===== src/inc/sxdac_pkg.sv =====
// Shared constants and types for the six-channel converter update block
package sxdac_pkg;

    // ------------------------------------------------------------
    // Geometry
    // ------------------------------------------------------------
    localparam int NUM_CH   = 6;
    localparam int NUM_PAIR = 3;
    localparam int CODE_W   = 12;
    localparam int ADDR_W   = 4;

    // ------------------------------------------------------------
    // I/O offsets from the base address
    // ------------------------------------------------------------
    localparam logic [3:0] OFF_CH0_LOW  = 4'h0;
    localparam logic [3:0] OFF_CH0_HIGH = 4'h1;
    localparam logic [3:0] OFF_CH_LAST  = 4'hb;
    localparam logic [3:0] OFF_PORTA    = 4'hc;
    localparam logic [3:0] OFF_PORTB    = 4'hd;
    localparam logic [3:0] OFF_PORTC    = 4'he;
    localparam logic [3:0] OFF_CTRL     = 4'hf;

    // ------------------------------------------------------------
    // Digital I/O control word fields
    // ------------------------------------------------------------
    localparam int CTRL_MODE_SET = 7;
    localparam int CTRL_A_IN     = 4;
    localparam int CTRL_CU_IN    = 3;
    localparam int CTRL_B_IN     = 1;
    localparam int CTRL_CL_IN    = 0;
    localparam int BSR_SEL_LSB   = 1;
    localparam int BSR_VAL       = 0;
    localparam logic [7:0] CTRL_RESET  = 8'h9b;
    localparam logic [7:0] PORT_RESET  = 8'h00;
    localparam logic [7:0] RDATA_IDLE  = 8'h00;

    // ------------------------------------------------------------
    // Port C sharing with the update logic
    // ------------------------------------------------------------
    localparam int PC_TRIG_LSB = 4;
    localparam int PC_GATE_LSB = 0;
    localparam int HIGH_NIB_W  = 4;

    // ------------------------------------------------------------
    // Host I/O cycle, one cycle per access
    // ------------------------------------------------------------
    typedef struct packed {
        logic             sel;
        logic             wr;
        logic             rd;
        logic [ADDR_W-1:0] addr;
        logic [7:0]       wdata;
    } sxdac_io_req_t;

endpackage : sxdac_pkg


===== src/sxdac_pair_update.sv =====
// Update-event selection for one pair of converter channels
`timescale 1ns/1ps
`default_nettype none

module sxdac_pair_update (
    // Clock and reset
    input  wire logic       sys_clk,
    input  wire logic       nrst,
    // Update causes
    input  wire logic [1:0] hi_wr,
    input  wire logic       sim_rd,
    input  wire logic       soft_sel,
    input  wire logic       ext_sel,
    input  wire logic       ext_line,
    input  wire logic       ext_gate,
    // Output latch load strobes
    output logic [1:0]      load
);

    logic ext_prev_r;

    // Idle level high so that reset release never looks like an edge
    wire  ext_fall_w  = ext_prev_r & ~ext_line & ext_gate;
    wire  immediate_w = ~soft_sel & ~ext_sel;

    // Each pair picks its own cause, so modes mix freely
    assign load = ({2{immediate_w}} & hi_wr)
                | {2{soft_sel & sim_rd}}
                | {2{ext_sel & ext_fall_w}};

    always_ff @(posedge sys_clk or negedge nrst) begin
        if (!nrst) begin
            ext_prev_r <= 1'b1;
        end else begin
            ext_prev_r <= ext_line;
        end
    end

    // ------------------------------------------------------------
    // Checks
    // ------------------------------------------------------------
    property p_imm_load;
        @(posedge sys_clk) disable iff (!nrst)
        (!soft_sel && !ext_sel) |-> (load == hi_wr);
    endproperty
    a_imm_load: assert property (p_imm_load)
        else $error("immediate pair load differs from high write");

    property p_soft_load;
        @(posedge sys_clk) disable iff (!nrst)
        (soft_sel && sim_rd) |-> (load == 2'b11);
    endproperty
    a_soft_load: assert property (p_soft_load)
        else $error("simultaneous read did not load both channels");

    property p_ext_load;
        @(posedge sys_clk) disable iff (!nrst)
        (ext_sel && ext_gate && $fell(ext_line)) |-> (load == 2'b11);
    endproperty
    a_ext_load: assert property (p_ext_load)
        else $error("external falling edge did not load the pair");

    property p_ext_wait;
        @(posedge sys_clk) disable iff (!nrst)
        (ext_sel && !soft_sel && !$fell(ext_line)) |-> (load == 2'b00);
    endproperty
    a_ext_wait: assert property (p_ext_wait)
        else $error("external pair loaded without an edge");

    c_ext_load: cover property (@(posedge sys_clk) disable iff (!nrst)
        ext_sel && (load == 2'b11));

endmodule : sxdac_pair_update

`default_nettype wire


===== src/sxdac_top.sv =====
// Six-channel 12-bit converter load/update control with digital I/O ports
//
// What this block does
// - Each channel takes an unsigned 12-bit code, 0 to 4095.
// - With neither soft nor external selection, high byte write updates that output.
// - Soft mode: any read of offsets 0..11 updates selected pairs.
// - External mode: pair updates on falling edge of its update input.
// - Each pair chooses its own mode; modes may be mixed.
// - Pair update inputs are port C bits 4, 5 and 6.
// - Port C bits 0, 1 and 2 gate the pair update inputs.
// - Gate line enables trigger; from outside or from port C output.
// - Code right-justified: low byte 8 LSBs, high nibble 4 MSBs.
// - Double buffered: input latch, output latch loaded only on update.
// - 24 digital I/O lines as ports A, B, C lower and C upper.
// - Sixteen offsets: twelve channel bytes, three digital I/O ports and control.
`timescale 1ns/1ps
`default_nettype none

module sxdac_top #(
    parameter int NCH   = sxdac_pkg::NUM_CH,
    parameter int NPAIR = sxdac_pkg::NUM_PAIR
) (
    // Clock and reset
    input  wire logic                  sys_clk,
    input  wire logic                  nrst,
    // Host I/O cycle and read data
    input  wire sxdac_pkg::sxdac_io_req_t io_req,
    output logic [7:0]                 io_rdata,
    // Update mode switches, one bit per pair
    input  wire logic [NPAIR-1:0]      soft_simul_pair_select,
    input  wire logic [NPAIR-1:0]      ext_trigger_pair_select,
    // Converter output latches
    output logic [NCH-1:0][11:0]       analog_output_channel,
    // Digital port A
    input  wire logic [7:0]            porta_in,
    output logic [7:0]                 porta_out,
    output logic [7:0]                 porta_oe,
    // Digital port B
    input  wire logic [7:0]            portb_in,
    output logic [7:0]                 portb_out,
    output logic [7:0]                 portb_oe,
    // Digital port C, shared with the update lines
    input  wire logic [7:0]            portc_in,
    output logic [7:0]                 portc_out,
    output logic [7:0]                 portc_oe
);

    // ------------------------------------------------------------
    // State
    // ------------------------------------------------------------
    logic [NCH-1:0][7:0]  lo_r;
    logic [NCH-1:0][3:0]  hi_r;
    logic [NCH-1:0][11:0] code_r;
    logic [7:0]           ctrl_r;
    logic [7:0]           pa_r;
    logic [7:0]           pb_r;
    logic [7:0]           pc_r;
    logic [7:0]           pa_oe_r;
    logic [7:0]           pb_oe_r;
    logic [7:0]           pc_oe_r;
    logic [7:0]           rdata_r;

    logic [NCH-1:0]       lo_wr_w;
    logic [NCH-1:0]       hi_wr_w;
    logic [NCH-1:0]       load_w;
    logic [NCH-1:0][7:0]  lo_nxt;
    logic [NCH-1:0][3:0]  hi_nxt;
    logic [NPAIR-1:0]     gate_w;
    logic [NPAIR-1:0]     trig_w;

    // ------------------------------------------------------------
    // Address decode
    // ------------------------------------------------------------
    wire wr_w     = io_req.sel & io_req.wr;
    wire rd_w     = io_req.sel & io_req.rd;
    wire ch_adr_w = (io_req.addr <= sxdac_pkg::OFF_CH_LAST);
    wire sim_rd_w = rd_w & ch_adr_w;
    wire wr_pa_w  = wr_w & (io_req.addr == sxdac_pkg::OFF_PORTA);
    wire wr_pb_w  = wr_w & (io_req.addr == sxdac_pkg::OFF_PORTB);
    wire wr_pc_w  = wr_w & (io_req.addr == sxdac_pkg::OFF_PORTC);
    wire wr_ct_w  = wr_w & (io_req.addr == sxdac_pkg::OFF_CTRL);
    wire mode_w   = wr_ct_w & io_req.wdata[sxdac_pkg::CTRL_MODE_SET];
    wire bsr_w    = wr_ct_w & ~io_req.wdata[sxdac_pkg::CTRL_MODE_SET];
    wire [2:0] bsr_bit_w = io_req.wdata[sxdac_pkg::BSR_SEL_LSB +: 3];

    // Control word as it stands after this cycle; direction flops follow it
    wire [7:0] ctrl_nxt = mode_w ? io_req.wdata : ctrl_r;
    wire a_in_w  = ctrl_nxt[sxdac_pkg::CTRL_A_IN];
    wire b_in_w  = ctrl_nxt[sxdac_pkg::CTRL_B_IN];
    wire cu_in_w = ctrl_nxt[sxdac_pkg::CTRL_CU_IN];
    wire cl_in_w = ctrl_nxt[sxdac_pkg::CTRL_CL_IN];

    // ------------------------------------------------------------
    // Input latches: low byte and high nibble, right-justified
    // ------------------------------------------------------------
    for (genvar g = 0; g < NCH; g++) begin : g_ch
        assign lo_wr_w[g] = wr_w & (io_req.addr == 4'(2 * g));
        assign hi_wr_w[g] = wr_w & (io_req.addr == 4'(2 * g + 1));
        assign lo_nxt[g]  = lo_wr_w[g] ? io_req.wdata : lo_r[g];
        assign hi_nxt[g]  = hi_wr_w[g] ? io_req.wdata[3:0] : hi_r[g];
    end

    // ------------------------------------------------------------
    // Pair update selection
    // ------------------------------------------------------------
    // Gate comes from the pin when C lower is input, else our own latch
    for (genvar p = 0; p < NPAIR; p++) begin : g_pair
        assign trig_w[p] = portc_in[sxdac_pkg::PC_TRIG_LSB + p];
        assign gate_w[p] = ctrl_r[sxdac_pkg::CTRL_CL_IN]
                         ? portc_in[sxdac_pkg::PC_GATE_LSB + p]
                         : pc_r[sxdac_pkg::PC_GATE_LSB + p];

        sxdac_pair_update u_pair (
            .sys_clk  (sys_clk),
            .nrst     (nrst),
            .hi_wr    (hi_wr_w[2*p +: 2]),
            .sim_rd   (sim_rd_w),
            .soft_sel (soft_simul_pair_select[p]),
            .ext_sel  (ext_trigger_pair_select[p]),
            .ext_line (trig_w[p]),
            .ext_gate (gate_w[p]),
            .load     (load_w[2*p +: 2])
        );
    end

    // ------------------------------------------------------------
    // Read mux; channel offsets read as idle, control reads as idle
    // ------------------------------------------------------------
    wire [7:0] pa_rd_w = ctrl_r[sxdac_pkg::CTRL_A_IN] ? porta_in : pa_r;
    wire [7:0] pb_rd_w = ctrl_r[sxdac_pkg::CTRL_B_IN] ? portb_in : pb_r;
    wire [7:0] pc_rd_w = {
        ctrl_r[sxdac_pkg::CTRL_CU_IN] ? portc_in[7:4] : pc_r[7:4],
        ctrl_r[sxdac_pkg::CTRL_CL_IN] ? portc_in[3:0] : pc_r[3:0]};
    wire [7:0] rd_mux_w =
        (io_req.addr == sxdac_pkg::OFF_PORTA) ? pa_rd_w :
        (io_req.addr == sxdac_pkg::OFF_PORTB) ? pb_rd_w :
        (io_req.addr == sxdac_pkg::OFF_PORTC) ? pc_rd_w :
        sxdac_pkg::RDATA_IDLE;

    // ------------------------------------------------------------
    // Converter latches
    // ------------------------------------------------------------
    // Output latch takes the value written this same cycle, so a high
    // byte write in immediate mode lands without a one-cycle lag
    always_ff @(posedge sys_clk or negedge nrst) begin
        if (!nrst) begin
            lo_r   <= '0;
            hi_r   <= '0;
            code_r <= '0;
        end else begin
            lo_r <= lo_nxt;
            hi_r <= hi_nxt;
            for (int i = 0; i < NCH; i++) begin
                if (load_w[i]) begin
                    code_r[i] <= {hi_nxt[i], lo_nxt[i]};
                end
            end
        end
    end

    // ------------------------------------------------------------
    // Digital I/O, basic input/output operation
    // ------------------------------------------------------------
    // Mode set clears all output latches, as the usual parallel
    // interface does; handshake modes are not modelled
    always_ff @(posedge sys_clk or negedge nrst) begin
        if (!nrst) begin
            ctrl_r <= sxdac_pkg::CTRL_RESET;
            pa_r   <= sxdac_pkg::PORT_RESET;
            pb_r   <= sxdac_pkg::PORT_RESET;
            pc_r   <= sxdac_pkg::PORT_RESET;
        end else begin
            ctrl_r <= ctrl_nxt;
            if (mode_w) begin
                pa_r <= sxdac_pkg::PORT_RESET;
                pb_r <= sxdac_pkg::PORT_RESET;
                pc_r <= sxdac_pkg::PORT_RESET;
            end else begin
                if (wr_pa_w) pa_r <= io_req.wdata;
                if (wr_pb_w) pb_r <= io_req.wdata;
                if (wr_pc_w) pc_r <= io_req.wdata;
                if (bsr_w) pc_r[bsr_bit_w] <= io_req.wdata[sxdac_pkg::BSR_VAL];
            end
        end
    end

    always_ff @(posedge sys_clk or negedge nrst) begin
        if (!nrst) begin
            pa_oe_r <= 8'h00;
            pb_oe_r <= 8'h00;
            pc_oe_r <= 8'h00;
            rdata_r <= sxdac_pkg::RDATA_IDLE;
        end else begin
            pa_oe_r <= {8{~a_in_w}};
            pb_oe_r <= {8{~b_in_w}};
            pc_oe_r <= {{4{~cu_in_w}}, {4{~cl_in_w}}};
            if (rd_w) rdata_r <= rd_mux_w;
        end
    end

    assign analog_output_channel = code_r;
    assign io_rdata  = rdata_r;
    assign porta_out = pa_r;
    assign portb_out = pb_r;
    assign portc_out = pc_r;
    assign porta_oe  = pa_oe_r;
    assign portb_oe  = pb_oe_r;
    assign portc_oe  = pc_oe_r;

    // ------------------------------------------------------------
    // Checks
    // ------------------------------------------------------------
    property p_out_on_load;
        @(posedge sys_clk) disable iff (!nrst)
        (code_r != $past(code_r)) |-> $past(|load_w);
    endproperty
    a_out_on_load: assert property (p_out_on_load)
        else $error("output latch changed without an update event");

    property p_low_hold;
        @(posedge sys_clk) disable iff (!nrst)
        (lo_wr_w[0] && !load_w[0]) |=> (code_r[0] == $past(code_r[0]));
    endproperty
    a_low_hold: assert property (p_low_hold)
        else $error("low byte write changed channel zero output");

    property p_high_imm;
        @(posedge sys_clk) disable iff (!nrst)
        (hi_wr_w[0] && !soft_simul_pair_select[0]
         && !ext_trigger_pair_select[0])
        |=> (code_r[0] == {$past(io_req.wdata[3:0]), lo_r[0]});
    endproperty
    a_high_imm: assert property (p_high_imm)
        else $error("high byte write did not update channel zero");

    property p_soft_rd;
        @(posedge sys_clk) disable iff (!nrst)
        (sim_rd_w && soft_simul_pair_select[2])
        |=> (code_r[5] == {hi_r[5], lo_r[5]});
    endproperty
    a_soft_rd: assert property (p_soft_rd)
        else $error("simultaneous read missed channel five");

    property p_ctrl_rd;
        @(posedge sys_clk) disable iff (!nrst)
        (rd_w && io_req.addr == sxdac_pkg::OFF_CTRL)
        |=> (io_rdata == sxdac_pkg::RDATA_IDLE);
    endproperty
    a_ctrl_rd: assert property (p_ctrl_rd)
        else $error("control offset read returned data");

    property p_dir;
        @(posedge sys_clk) disable iff (!nrst)
        porta_oe == {8{~ctrl_r[sxdac_pkg::CTRL_A_IN]}};
    endproperty
    a_dir: assert property (p_dir)
        else $error("port A enable disagrees with control word");

    c_imm: cover property (@(posedge sys_clk) disable iff (!nrst)
        hi_wr_w[0] ##1 (code_r[0] != $past(code_r[0])));
    c_soft: cover property (@(posedge sys_clk) disable iff (!nrst)
        sim_rd_w && |soft_simul_pair_select);
    c_mix: cover property (@(posedge sys_clk) disable iff (!nrst)
        soft_simul_pair_select[0] && ext_trigger_pair_select[1]
        && !soft_simul_pair_select[2] && !ext_trigger_pair_select[2]);

endmodule : sxdac_top

`default_nettype wire


===== config.mk =====
export PLATFORM = sky130hd
export DESIGN_NAME = sxdac_top
export DESIGN_NICKNAME = d
export VERILOG_FILES = /design/src/inc/sxdac_pkg.sv /design/src/sxdac_pair_update.sv /design/src/sxdac_top.sv
export SDC_FILE = /design/constraint.sdc
export NUM_CORES = 1
export LEC_CHECK = 0
export BUFFER_PORTS_ARGS = -buffer_cell sky130_fd_sc_hd__buf_2
export CAP_MARGIN = 20
export CORE_ASPECT_RATIO = 0.9
export CORE_MARGIN = 1.5
export CORE_UTILIZATION = 40
export DETAILED_ROUTE_END_ITERATION = 10
export PLACE_DENSITY = 0.6
export SETUP_SLACK_MARGIN = 0.3
export SYNTH_ARGS = -nofsm -noshare
export SYNTH_HDL_FRONTEND = slang
export SYNTH_HIERARCHICAL = 1
export SYNTH_SLANG_ARGS = --single-unit
export TNS_END_PERCENT = 10

===== constraint.sdc =====
create_clock -name sys_clk -period 5.21 [get_ports sys_clk]
set_input_delay 0.2605 -clock sys_clk [delete_from_list [all_inputs] [get_ports sys_clk]]
set_output_delay 0.2605 -clock sys_clk [all_outputs]
set_load 0.1 [all_outputs]

# After elaboration in Yosys (flattened, before gate mapping)

Index checks and enable logic that the tools add are counted.

Logic and storage cells: 145
Output and inout port bits: 128
Register bits after elaboration: 191

Bitwise gates (word level): 59
$lt $le $gt $ge: 3
Reductions and logical operators: 4
Equality and inequality tests: 15
Mux-type cells: 34

Operator list:

| kind                                                                          | count |
|---|---|
| 8-bit two-way mux                                                             | 19 |
| 1-bit AND                                                                     | 36 |
| 4-bit equality test (second input constant)                                   | 8 |
| 4-bit two-way mux                                                             | 8 |
| 4-bit by 3-bit equality test with 1-bit output (second input constant)        | 4 |
| 1-bit inverter                                                                | 14 |
| 2-bit OR                                                                      | 6 |
| 8-bit bitwise mux                                                             | 1 |
| 4-bit by 2-bit equality test with 1-bit output (second input constant)        | 2 |
| 2-bit AND                                                                     | 3 |
| 5-bit two-way mux                                                             | 1 |
| 4-bit by 1-bit equality test with 1-bit output (second input constant)        | 1 |
| 4-bit <= comparator (second input constant)                                   | 1 |
| 4-bit zero test                                                               | 1 |
| 3-bit by 4-bit less-than comparator with 1-bit output (second input constant) | 1 |
| 1-bit two-way mux                                                             | 4 |
| 2-bit nonzero test                                                            | 2 |
| 1-bit demux with 3-bit select                                                 | 1 |
| 3-bit by 1-bit >= comparator with 1-bit output (second input constant)        | 1 |
| 1-bit logical AND                                                             | 1 |

# Longest topological paths before layout

Depth after elaboration: 7
Depth in mapped cells: 9
Mapped depth without buffers: 6

# Modules after synthesis

Netlist, hierarchy kept.

Modules (own cells, without submodules):

| module            | area each (um2) | sequential area each (um2) | instances | cells an instance |
|---|---|---|---|---|
| sxdac_top         | 7823.8          | 4609.4                     | 1         | 584 |
| sxdac_pair_update | 63.8            | 26.3                       | 3         | 7 |

# Least setup slack after synthesis

Ideal clock, no wire load.

Path kind: input to register
Start point: in io_req[9] in the netlist's numbering
End point: reg code_r (netlist bit analog_output_channel[10])
Stages: 9
Setup time: 0.125 ns
Path buffers: 3
Path slack: 2.801 ns
Arrival: 2.283 ns
Data required time: 5.085 ns
Cell sequence: buf_2 > nand2b_1 > or4_1 > buf_2 > inv_1 > inv_1 > o311ai_1 > clkbuf_1 > mux2_2

Longest elaborated chain between the ends: 5

Ends and longest elaborated chain:

| item                                           | RTL line                | text |
|---|---|---|
| start: declaration                             | sxdac_top.sv:27         | `input wire sxdac_pkg::sxdac_io_req_t io_req,` |
| 4-bit by 1-bit equality test with 1-bit output | sxdac_top.sv:98         | `assign hi_wr_w[g] = wr_w & (io_req.addr == 4'(2 * g + 1));` |
| 1-bit AND                                      | sxdac_top.sv:98         |  |
| named net hi_wr_w[0]                           | sxdac_top.sv:64         | `logic [NCH-1:0] hi_wr_w;` |
| 2-bit AND                                      | sxdac_pair_update.sv:27 | `assign load = ({2{immediate_w}} & hi_wr)` |
| 2-bit OR                                       | sxdac_pair_update.sv:28 | `\| {2{soft_sel & sim_rd}}` |
| 2-bit OR                                       | sxdac_pair_update.sv:29 | `\| {2{ext_sel & ext_fall_w}};` |
| named net load_w[0]                            | sxdac_top.sv:65         | `logic [NCH-1:0] load_w;` |
| end signal: indexed assignment                 | sxdac_top.sv:155        | `code_r[i] <= {hi_nxt[i], lo_nxt[i]};` |
| end: declaration                               | sxdac_top.sv:53         | `logic [NCH-1:0][11:0] code_r;` |

The timed path passes the listed nets, and every way through them passes these cells.
A chain may end at the register's enable or synchronous reset.

# Final worst setup path

Start point: in io_req[14] in the netlist's numbering
End point: reg code_r (netlist bit analog_output_channel[5])

Longest elaborated chain between the ends: 5

Ends and longest elaborated chain:

| item                 | RTL line                | text |
|---|---|---|
| 1-bit AND            | sxdac_top.sv:74         | `wire wr_w = io_req.sel & io_req.wr;` |
| 1-bit AND            | sxdac_top.sv:98         |  |
| named net hi_wr_w[0] | sxdac_top.sv:64         |  |
| 2-bit AND            | sxdac_pair_update.sv:27 |  |
| 2-bit OR             | sxdac_pair_update.sv:28 |  |
| 2-bit OR             | sxdac_pair_update.sv:29 |  |
| named net load_w[0]  | sxdac_top.sv:65         |  |

The timed path passes the listed nets, and every way through them passes these cells.

==> run metrics <==
outcome complete, no violations; CTS root buffer clkbuf_16; core area 19,400 um^2; CP max-delay cell o311ai_2; Synthesis Warnings 6; Final Hold Viols 0; Setup crit start kind input pin; routed len/inst around 20 um; Hold Crit Start porta_in[3]; Hold Crit Depth 3; CP max FO 28; CTS tree done; Post-synth top flop dfrtp_1; slew at the pin with the worst max-slew slack between 1 and 1.5 ns; crit path cell chain buf_2 > nand2_2 > or4_1 > inv_1 > inv_1 > o311ai_2 > mux2_2; Final Slew Violations 0; Worst Clk Skew 0.00636 ns; CP top delay family simple AND/OR/NAND/NOR gates; syn_area_per_cell roughly 13 um^2; Routed Antenna Nets 0; vias in the first global route roughly 5,500; DIE HEIGHT 137 um; CTS resizes 0; antenna violations before repair 3; critical path data arrival time 2.92 ns; RSZ-0062 raised after global routing false; Final Cycle Share 0.502; GRT overflow 0; H-tree levels 4; FILL cells 1,737; CTS buffer count 17; Crit Reg-Reg Endpoint analog_output_channel[5]$_DFFE_PN0P_; Worst Hold End io_rdata[3]$_DFFE_PN0P_; Bufs and invs on worst path 3; pin count of the biggest net entering global routing 79; Worst Reg-to-Reg Cells 4; Max Clk Rate 0.382 GHz; global-route wire length before repair 31.8 mm; final setup vio count 0; Ports 175; asr flop ratio synth 1.00; EDFF count, synth 0; clk buf depth 2; reg2reg start ctrl_r[0]$_DFF_PN1_; Seq/Total Area, Yosys 0.585; leakage power 0.00462 uW; DRT Wirelength 20.3 mm; Die W 152 um; DRC 0; Initial DRC Count 245; Via-to-Cell Ratio 5.25; crit-path most repeated cell inv_1; DIE AREA 20,900 um^2; pre-CTS setup slack 2.21 ns; total nets after synthesis 652; Total Nets Final around 800; clock slew at reported path FFs 0.07 ns; Power Dens Cells 635 nW/um^2; worst skew pair latency 0.42 ns; hpwl dp 14.1 mm; worst setup margin roughly 2.6 ns; standard-cell rows 48; Starting Density 0.413; Final TNS setup 0 ns; Port Buffers 174; worst hold path class input pin to flop; drt pass-1 iters 5; Synth Register Bits around 190; Netlist cell types 43; critical path data required time between 5 and 6 ns; CP Class input pin to flop; Cells after Synth between 600 and 700; Tmin final 2.62 ns; Crit. End Element flop; via count 5,319; share of layout cells above drive strength 1 0.492; max-cap violations 0; RePlAce Congestion 0.768; worst vdd ir 575 uV; Area Growth Syn to Fin 19.9%; GRT Util Overall 0.201; worst rel slew slack 0.269; Slowest Stage Delay on Critical Path 0.88 ns; CTS sink count about 190; Reg2Reg Setup Slack roughly 3.2 ns; Syn Std Cell Area roughly 8000 um^2
cell usage after synthesis, types with 2 or more instances:
master / n / share of area
o221ai_1: 5 / 0.0055
nor2b_1: 5 / 0.0039
dfstp_2: 7 / 0.023
o311a_1: 3 / 0.0037
nand4b_1: 7 / 0.0076
buf_6: 3 / 0.0042
mux2i_1: 20 / 0.025
o311ai_1: 6 / 0.0066
nor3_1: 6 / 0.0037
a31oi_1: 3 / 0.0023
o21ai_0: 23 / 0.014
buf_4: 20 / 0.019
o211ai_1: 2 / 0.0019
a21oi_1: 17 / 0.011
or3_1: 3 / 0.0023
or2_2: 3 / 0.0023
or4_1: 2 / 0.0019
nand2_1: 36 / 0.017
mux2_2: 125 / 0.18
mux2_1: 3 / 0.0042
buf_2: 5 / 0.0031
clkbuf_1: 31 / 0.015
o31ai_1: 5 / 0.0047
dfrtp_1: 180 / 0.56
o22ai_1: 9 / 0.0070
mux2_4: 20 / 0.037
a211oi_1: 5 / 0.0047
nand4bb_1: 2 / 0.0028
nand2b_1: 3 / 0.0023
inv_1: 15 / 0.0070
nor2_1: 19 / 0.0089
logic make-up (layout without fill, tap and decap cells):
group	after synthesis	count (layout)	synth area share
simple gates	95	95	0.0612
buf+inv	75	232	0.0481
other cells	0	1	0
flops	187	187	0.585
mux	168	168	0.242
compound gates	80	80	0.0635
final cells by class:
class                   instances  area, um^2  area share
flip-flops and latches        187        4690       0.488
multi-input cells             343        2990       0.311
repair buffers                185         992       0.103
clock buffers                  23         488      0.0508
well taps                     250         313      0.0325
clock inverters                 9        86.3     0.00898
inverters                      15        56.3     0.00586
diodes                          1        2.50    0.000260
worst reg2reg max path: cells and delay by family (launching register included):
family,cells,cell delay [ns]
AOI/OAI and AO/OA,1,0.37
DFF,1,0.59
muxes,2,0.78
and+or+nand+nor,1,0.16
registers in the layout, summed over array words and instances (netlist names), 3 cells and up:
name,flops
analog_output_channel,72
ctrl_r,4
g_pair.u_pair/ext_prev_r,3
hi_r,24
io_rdata,8
lo_r,48
porta_out,8
portb_out,8
portc_out,8
worst max-delay path by stage:
stage / from / to / depth (start not counted)
finish: io_req[14] / analog_output_channel[5]$_DFFE_PN0P_ / 7
global route: io_req[14] / analog_output_channel[5]$_DFFE_PN0P_ / 7
CTS: io_req[14] / analog_output_channel[5]$_DFFE_PN0P_ / 7
detailed placement: io_req[14] / analog_output_channel[5]$_DFFE_PN0P_ / 7
global placement: io_req[14] / analog_output_channel[1]$_DFFE_PN0P_ / 7
floorplan: io_req[9] / analog_output_channel[10]$_DFFE_PN0P_ / 9
per-stage QoR:
stage | instances | total power, uW | util | area, um^2 | hold slack (ns)
final | 1013 | 6110 | 0.496 | 9610 | 0.210
after global placement | 972 | 4850 | 0.461 | 8950 | 0.248
after global routing | 1012 | 6340 | 0.495 | 9610 | 0.204
after floorplan | 605 | 4400 | - | 8020 | -0.0351
after detailed placement | 972 | 4890 | 0.461 | 8950 | 0.264
after CTS | 1008 | 6150 | 0.493 | 9560 | 0.190
layout by cell type, fill, tap and decap left out, drive strengths merged, types with 2 or more instances in the layout:
master / instances
o31ai: 5
o211ai: 2
dlygate4sd3: 4
o22ai: 9
nand4b: 7
dfstp: 7
nand2b: 3
a211oi: 5
a21oi: 17
o311a: 3
nand4bb: 2
nor2: 20
nor3: 6
or4: 2
o311ai: 6
mux2i: 20
o221ai: 5
a31oi: 3
o21ai: 23
or2: 3
nand2: 37
nor2b: 5
buf: 180
clkbuf: 24
dfrtp: 180
inv: 17
mux2: 148
clkinv: 5
or3: 3
where the power goes:
| part | switching (uW) | internal [uW] |
|---|---|---|
| clock network | 544 | 713 |
| logic | 2350 | 509 |
| registers | 181 | 1810 |
metal layers:
layer  up-vias  routed length, um  GRT usage
met1      2696               9020      0.266
met2       181               9310      0.311
li1       2415                  -          -
met4         4                387     0.0599
met5         -                 27          0
met3        23               1510     0.0727
what timing repair did:
action / CTS / global route
buffers inserted: 0 / 0
hold buffers: 4 / 0
hold endpoints to repair: 61 / 0
Power figures use the tool's default switching activity.
